### src/shared/sim_pkg.sv
// Constants and types for the safety input monitor block.
// Assumes one 20 MHz clock and a synchronous active-low reset.
//
// Overview of operation
// - E-stop mode: output 0 when pressed
// - E-stop takes one or two NC contacts
// - Dual interlock: output 0 while guard open
// - Mixed interlock: NO on first, NC second
// - Single interlock: one contact, 0 when open
// - Reset option latches output off after actuation
// - Manual reset: rising edge accepted
// - Monitored reset: rise then fall accepted
// - Test pulses detect cross-wired contact shorts
// - Start-up test: actuate and release once first
// - Contact filter between 3 and 250 ms
// - Optional simultaneity timeout between two channels
// - Error output flags detected faults

package sim_pkg;

    localparam int CLK_PERIOD_NS = 32'h32;
    localparam int MS_NS = 32'hf4240;
    localparam int MS_CYC_DEF = MS_NS / CLK_PERIOD_NS;
    localparam int US_NS = 32'h3e8;
    localparam int TP_LEN_US = 32'h1f4;
    localparam int TP_LEN_CYC_DEF = (TP_LEN_US * US_NS) / CLK_PERIOD_NS;

    localparam logic [7:0] FILT_MIN_MS = 8'h03;
    localparam logic [7:0] FILT_MAX_MS = 8'hfa;
    localparam logic [7:0] TP_PERIOD_MS = 8'h64;
    localparam logic [7:0] SIMUL_MAX = 8'hff;

    localparam logic [1:0] MODE_ESTOP = 2'h0;
    localparam logic [1:0] MODE_DUAL = 2'h1;
    localparam logic [1:0] MODE_SINGLE = 2'h2;

    typedef enum logic [1:0] {
        ST_INIT = 2'b00,
        ST_LOCKED = 2'b01,
        ST_ARMED = 2'b10,
        ST_RUN = 2'b11
    } sim_state_e;

endpackage : sim_pkg

### src/sim_monitor.sv
// Input monitor for e-stop and guard interlock contacts.
// Assumes raw contact and reset pins from the field, config held stable.
`timescale 1ns/1ps
`default_nettype none

module sim_monitor
    import sim_pkg::*;
#(
    parameter int MS_CYC = MS_CYC_DEF,
    parameter int TP_LEN_CYC = TP_LEN_CYC_DEF
) (
    input wire logic i_clk,
    input wire logic i_rst_n,
    input wire logic i_first_contact_input,
    input wire logic i_second_contact_input,
    input wire logic i_reset_input,
    input wire logic [1:0] i_mode,
    input wire logic i_input_type,
    input wire logic i_reset_enable,
    input wire logic i_reset_monitored,
    input wire logic i_cable_test_enable,
    input wire logic i_startup_test_enable,
    input wire logic [7:0] i_filter_ms,
    input wire logic i_simul_enable,
    input wire logic [7:0] i_simul_ms,
    input wire logic i_error_enable,
    output logic o_output,
    output logic o_error,
    output logic [1:0] o_test_out
);

    // Pin synchronisers: bit 0/1 contacts, bit 2 reset
    logic [2:0] sync1, sync2, sync3, stab;
    logic [2:0] next_stab;
    always_comb begin
        next_stab = ((sync2 ~^ sync3) & sync3) | ((sync2 ^ sync3) & stab);
    end
    always_ff @(posedge i_clk) begin
        if (!i_rst_n) begin
            sync1 <= 3'h0;
            sync2 <= 3'h0;
            sync3 <= 3'h0;
            stab <= 3'h0;
        end else begin
            sync1 <= {i_reset_input, i_second_contact_input,
                      i_first_contact_input};
            sync2 <= sync1;
            sync3 <= sync2;
            stab <= next_stab;
        end
    end

    // Millisecond tick
    logic [15:0] ms_cnt, next_ms_cnt;
    logic ms_tick;
    always_comb begin
        ms_tick = (ms_cnt == 16'(MS_CYC - 1));
        next_ms_cnt = ms_tick ? 16'h0 : ms_cnt + 16'h1;
    end
    always_ff @(posedge i_clk) begin
        if (!i_rst_n) ms_cnt <= 16'h0;
        else ms_cnt <= next_ms_cnt;
    end

    // Configuration decode
    logic two_ch, mixed;
    logic [7:0] filt_eff;
    always_comb begin
        two_ch = (i_mode == MODE_DUAL) ||
                 ((i_mode == MODE_ESTOP) && i_input_type);
        mixed = (i_mode == MODE_DUAL) && i_input_type;
        if (i_filter_ms < FILT_MIN_MS) filt_eff = FILT_MIN_MS;
        else if (i_filter_ms > FILT_MAX_MS) filt_eff = FILT_MAX_MS;
        else filt_eff = i_filter_ms;
    end

    // Test pulse windows, alternating channels in two-channel modes, channel 0 only otherwise
    logic win, next_win, sel, next_sel, tp_err;
    logic [7:0] tp_ms, next_tp_ms;
    logic [15:0] win_cnt, next_win_cnt;
    logic [1:0] next_test_out;
    logic win_last;
    always_comb begin
        next_win = win;
        next_sel = sel;
        next_tp_ms = tp_ms;
        next_win_cnt = win_cnt;
        win_last = win && (win_cnt == 16'(TP_LEN_CYC - 1));
        if (win) begin
            next_win_cnt = win_cnt + 16'h1;
            if (win_last) next_win = 1'b0;
        end else if (ms_tick && i_cable_test_enable) begin
            if (tp_ms == TP_PERIOD_MS - 8'h1) begin
                next_tp_ms = 8'h0;
                next_win = 1'b1;
                next_win_cnt = 16'h0;
                next_sel = two_ch ? ~sel : 1'b0;
            end else begin
                next_tp_ms = tp_ms + 8'h1;
            end
        end
        next_test_out = 2'h3;
        if (next_win) next_test_out[next_sel] = 1'b0;
    end
    always_ff @(posedge i_clk) begin
        if (!i_rst_n) begin
            win <= 1'b0;
            sel <= 1'b0;
            tp_ms <= 8'h0;
            win_cnt <= 16'h0;
            o_test_out <= 2'h3;
        end else begin
            win <= next_win;
            sel <= next_sel;
            tp_ms <= next_tp_ms;
            win_cnt <= next_win_cnt;
            o_test_out <= next_test_out;
        end
    end

    // Contact filters, frozen while a test pulse is out
    logic filt [2];
    logic valid [2];
    genvar ch;
    generate
        for (ch = 0; ch < 2; ch++) begin : g_filt
            logic [7:0] cnt, next_cnt;
            logic next_filt, next_valid, samp;
            always_comb begin
                samp = win ? filt[ch] : stab[ch];
                next_cnt = cnt;
                next_filt = filt[ch];
                next_valid = valid[ch];
                if (samp == filt[ch] && valid[ch]) begin
                    next_cnt = 8'h0;
                end else if (ms_tick) begin
                    if (cnt + 8'h1 >= filt_eff) begin
                        next_filt = samp;
                        next_valid = 1'b1;
                        next_cnt = 8'h0;
                    end else begin
                        next_cnt = cnt + 8'h1;
                    end
                end
            end
            always_ff @(posedge i_clk) begin
                if (!i_rst_n) begin
                    cnt <= 8'h0;
                    filt[ch] <= 1'b0;
                    valid[ch] <= 1'b0;
                end else begin
                    cnt <= next_cnt;
                    filt[ch] <= next_filt;
                    valid[ch] <= next_valid;
                end
            end
        end
    endgenerate

    // Channel evaluation; NO contact on first channel reads inverted
    sim_state_e state, next_state;
    logic act1, act2, cond, all_off, disagree, all_valid, sim_to;
    always_comb begin
        act1 = mixed ? ~filt[0] : filt[0];
        act2 = filt[1];
        cond = act1 && (!two_ch || act2);
        all_off = !act1 && (!two_ch || !act2);
        // Filters not yet valid must not latch a fault at power-up
        disagree = two_ch && (state != ST_INIT) && (act1 != act2);
        all_valid = valid[0] && (!two_ch || valid[1]);
        tp_err = i_cable_test_enable && win_last && (state != ST_INIT) &&
                 (stab[sel] || (two_ch && (stab[~sel] != filt[~sel])));
    end

    // Simultaneity timer
    logic [7:0] sim_cnt, next_sim_cnt;
    always_comb begin
        next_sim_cnt = sim_cnt;
        sim_to = i_simul_enable && disagree && (sim_cnt >= i_simul_ms);
        if (!disagree || !i_simul_enable) next_sim_cnt = 8'h0;
        else if (ms_tick && sim_cnt != SIMUL_MAX)
            next_sim_cnt = sim_cnt + 8'h1;
    end

    // Fault latch and start-up test; set wins over release
    logic fault, next_fault, st_ok, next_st_ok;
    always_comb begin
        next_fault = fault;
        if (sim_to || tp_err) next_fault = 1'b1;
        else if (all_off) next_fault = 1'b0;
        next_st_ok = st_ok || !i_startup_test_enable ||
                     (state != ST_INIT && all_off);
    end
    always_ff @(posedge i_clk) begin
        if (!i_rst_n) begin
            sim_cnt <= 8'h0;
            fault <= 1'b0;
            st_ok <= 1'b0;
        end else begin
            sim_cnt <= next_sim_cnt;
            fault <= next_fault;
            st_ok <= next_st_ok;
        end
    end

    // Output state machine with optional reset latch
    logic rst_q, rise, fall, ok;
    logic next_output, next_error;
    always_comb begin
        rise = stab[2] && !rst_q;
        fall = !stab[2] && rst_q;
        ok = cond && !fault && st_ok;
        next_state = state;
        unique case (state)
            ST_INIT: if (all_valid) next_state = ST_LOCKED;
            ST_LOCKED: begin
                if (ok) begin
                    if (!i_reset_enable) next_state = ST_RUN;
                    else if (rise && !i_reset_monitored)
                        next_state = ST_RUN;
                    else if (rise) next_state = ST_ARMED;
                end
            end
            ST_ARMED: begin
                if (!ok) next_state = ST_LOCKED;
                else if (fall) next_state = ST_RUN;
            end
            ST_RUN: if (!ok) next_state = ST_LOCKED;
        endcase
        next_output = (next_state == ST_RUN);
        next_error = i_error_enable && next_fault &&
                     (next_state != ST_INIT);
    end
    always_ff @(posedge i_clk) begin
        if (!i_rst_n) begin
            state <= ST_INIT;
            rst_q <= 1'b0;
            o_output <= 1'b0;
            o_error <= 1'b0;
        end else begin
            state <= next_state;
            rst_q <= stab[2];
            o_output <= next_output;
            o_error <= next_error;
        end
    end
endmodule : sim_monitor

`default_nettype wire

### config.mk
export PLATFORM = sky130hd
export DESIGN_NAME = sim_monitor
export DESIGN_NICKNAME = d
export VERILOG_FILES = /design/src/shared/sim_pkg.sv /design/src/sim_monitor.sv
export SDC_FILE = /design/constraint.sdc
export NUM_CORES = 1
export LEC_CHECK = 0
export BUFFER_PORTS_ARGS = -buffer_cell sky130_fd_sc_hd__buf_4
export CORE_ASPECT_RATIO = 0.9
export CORE_MARGIN = 10
export CORE_UTILIZATION = 58
export CTS_CLUSTER_DIAMETER = 50
export DETAILED_ROUTE_END_ITERATION = 8
export PLACE_DENSITY = 0.77
export SYNTH_ARGS = -nofsm -noshare
export SYNTH_HDL_FRONTEND = slang
export SYNTH_SLANG_ARGS = --single-unit
### constraint.sdc
create_clock -name i_clk -period 4.22 [get_ports i_clk]
set_input_delay 0.211 -clock i_clk [delete_from_list [all_inputs] [get_ports i_clk]]
set_output_delay 0.211 -clock i_clk [all_outputs]
set_load 0.01 [all_outputs]
==> impl_metrics.ini <==
[finish]
fin_area_um2 = 5490
multi_input_area_um2 = 2950
diodes = 0
drive_gt1_frac = 0.0902
utilization = 0.671
seqCellArea_um2 = 1840
fillers = 700
finalNonFillerCells = 747
area_growth_pct = 10.6
nNetsFinal = 690

[global_route]
grt_use_total = 0.170
grt_pass1_wl_um = 18600
grt_start_max_net_pins = 63
grt_pass1_vias = 4143
gr-total-overflow = 0
antenna_found_initial = 0

[route]
drc = 0
ant_nets = 0
vias_per_cell = 5.72
routed_wl_um = 10500
num_vias = 4270
dr.pass1.iters = 6
wire_per_inst_um = 14.0
drt_first_iter_violations = 306

[sta]
min_period_ns = 2.87
drv_slew = 0
relSlewSlack = 0.344
finalSetupTns_ns = 0
fmax_mhz = 348
tightest_slew_ns = 0.975
setup_viol = 0
rsz0062_at_grt = no
finClkSkew_ns = 0.0171
hold_slack_ns = 0.0257
worst_slack_ns = 1.35
hold_viol = 0
finalCritPeriodShare = 0.681

[power]
p_per_area_nw_per_um2 = 287
leakagePower_nw = 2.19
power_mw = 1.57
ir_drop_mv = 0.177

[clocking]
cts.sinks = 91
cts_tree = built
cts_resized = 0
post_cts_buffers = 0
worstSkewPairLatency_ns = 0.38
cts-buffers-inserted = 9
cts_hold_buffers = 0
clk_pin_slew_ns = 0.11
htreeDepth = 3
cts_root_buffer = clkbuf_8
clock_path_buffers = 2

[placed_design]
dp_hpwl_um = 7660
gp_congestion = 0.881
place_ws_ns = 1.36
place_area_um2 = 5280
dp_cells = 731
io_buffers = 33

[floorplanning]
die_y_um = 108
rows = 31
start_util = 0.607
ios = 34
dieArea_um2 = 12700
core-area_um2 = 8180
die_x_um = 118

[synth]
yosysSeqAreaShare = 0.371
yosys.area.top_type_share = 0.359
yosys.area.top_type = dfxtp_1
synth-seq-cells = 91
synthArstFlopShare = 0
synthCells = 604
syn_nets = 667
ys_warn_count = 0
avgSynthCellArea_um2 = 8.22
ys.flop_type = dfxtp_1
synth_commonest_cells = dfxtp_1, nand2_1, nand3_1
synth.top_cells.by_area = dfxtp_1, ha_1, nand3_1
synth_edf_count = 2
synth_most_common_cell = dfxtp_1
yosysUniqueCellTypes = 54
syn_area_um2 = 4970

[critical_path]
crit_type = register to register
crit_fanout = 15
critPathArrivalTime_ns = 3.14
worstSetupStartpointType = register
reg2reg_depth = 9
critPathCaptureType = register
worstPathRequired_ns = 4.49

[worst_hold_path]
hold_class = primary input to register
min_path_cells = 2

[flow_run]
cap_violations = 0

[status]
status = complete, no violations
-- cells by family after synthesis --
group	count (synthesis)	synth area share
AOI/OAI and AO/OA	114	0.144
DFF	91	0.371
adders and majority gates	33	0.0831
xor gates and xnor gates	32	0.0595
buffers and inverters	46	0.0353
muxes	4	0.00806
and+or+nand+nor	284	0.300
-- worst max-delay path, cell delays in order, from the launching register on --
cell	delay [ns]
dfxtp_1	0.43
ha_1	0.26
nand3_1	0.17
xnor2_1	0.18
ha_1	0.22
or4_1	0.52
a21oi_1	0.15
o31a_1	0.51
o311ai_0	0.22
o41ai_1	0.11
-- routing by layer --
| layer | vias to the layer above | GRT usage | wire, um |
|---|---|---|---|
| met5 | - | 0 | 0 |
| met4 | 0 | 0.0591 | 138 |
| met3 | 14 | 0.0367 | 353 |
| met2 | 57 | 0.286 | 4880 |
| met1 | 2000 | 0.213 | 5090 |
| li1 | 2199 | - | - |
-- flip-flops by register name, summed over array words and instances, names as in the netlist, 3 cells and up --
register and cells:
stab 3, sync3 3, sync2 3, g_filt.cnt 16
tp_ms 8, ms_cnt 16, win_cnt 16, sync1 3
sim_cnt 8
-- final cells by class --
class | count | area share
Inverter | 25 | 0.0171
Clock buffer | 9 | 0.0226
Timing Repair Buffer | 33 | 0.0451
Multi-Input combinational cell | 467 | 0.537
Clock inverter | 7 | 0.0166
Sequential cell | 91 | 0.335
Tap cell | 115 | 0.0262
-- power breakdown --
group	switching, mW	internal [mW]
Clock	0.374	0.243
Combinational	0.0427	0.0403
Sequential	0.00557	0.869
Total	0.422	1.15
-- worst paths after layout --
kind / start / endpoint / slack (ns)
max reg2reg: g_filt[0].cnt[0] / filt[0] / 1.35
min: i_reset_input / sync1[2] / 0.03
max: g_filt[0].cnt[0] / filt[0] / 1.35
min reg2reg: sync1[0] / sync2[0] / 0.45
-- placed cells by master (no fill, tap or decap), types with 16 or more instances in the layout --
master and n:
nand3_1 48, ha_1 33, xnor2_1 16, inv_1 25
o21ai_0 22, dfxtp_1 89, and2_1 18, a21oi_1 36
nor2_1 47, buf_4 33, nand4_1 19, and3_1 20
nand2_1 64
No activity file was read; power rests on OpenSTA's default activity.
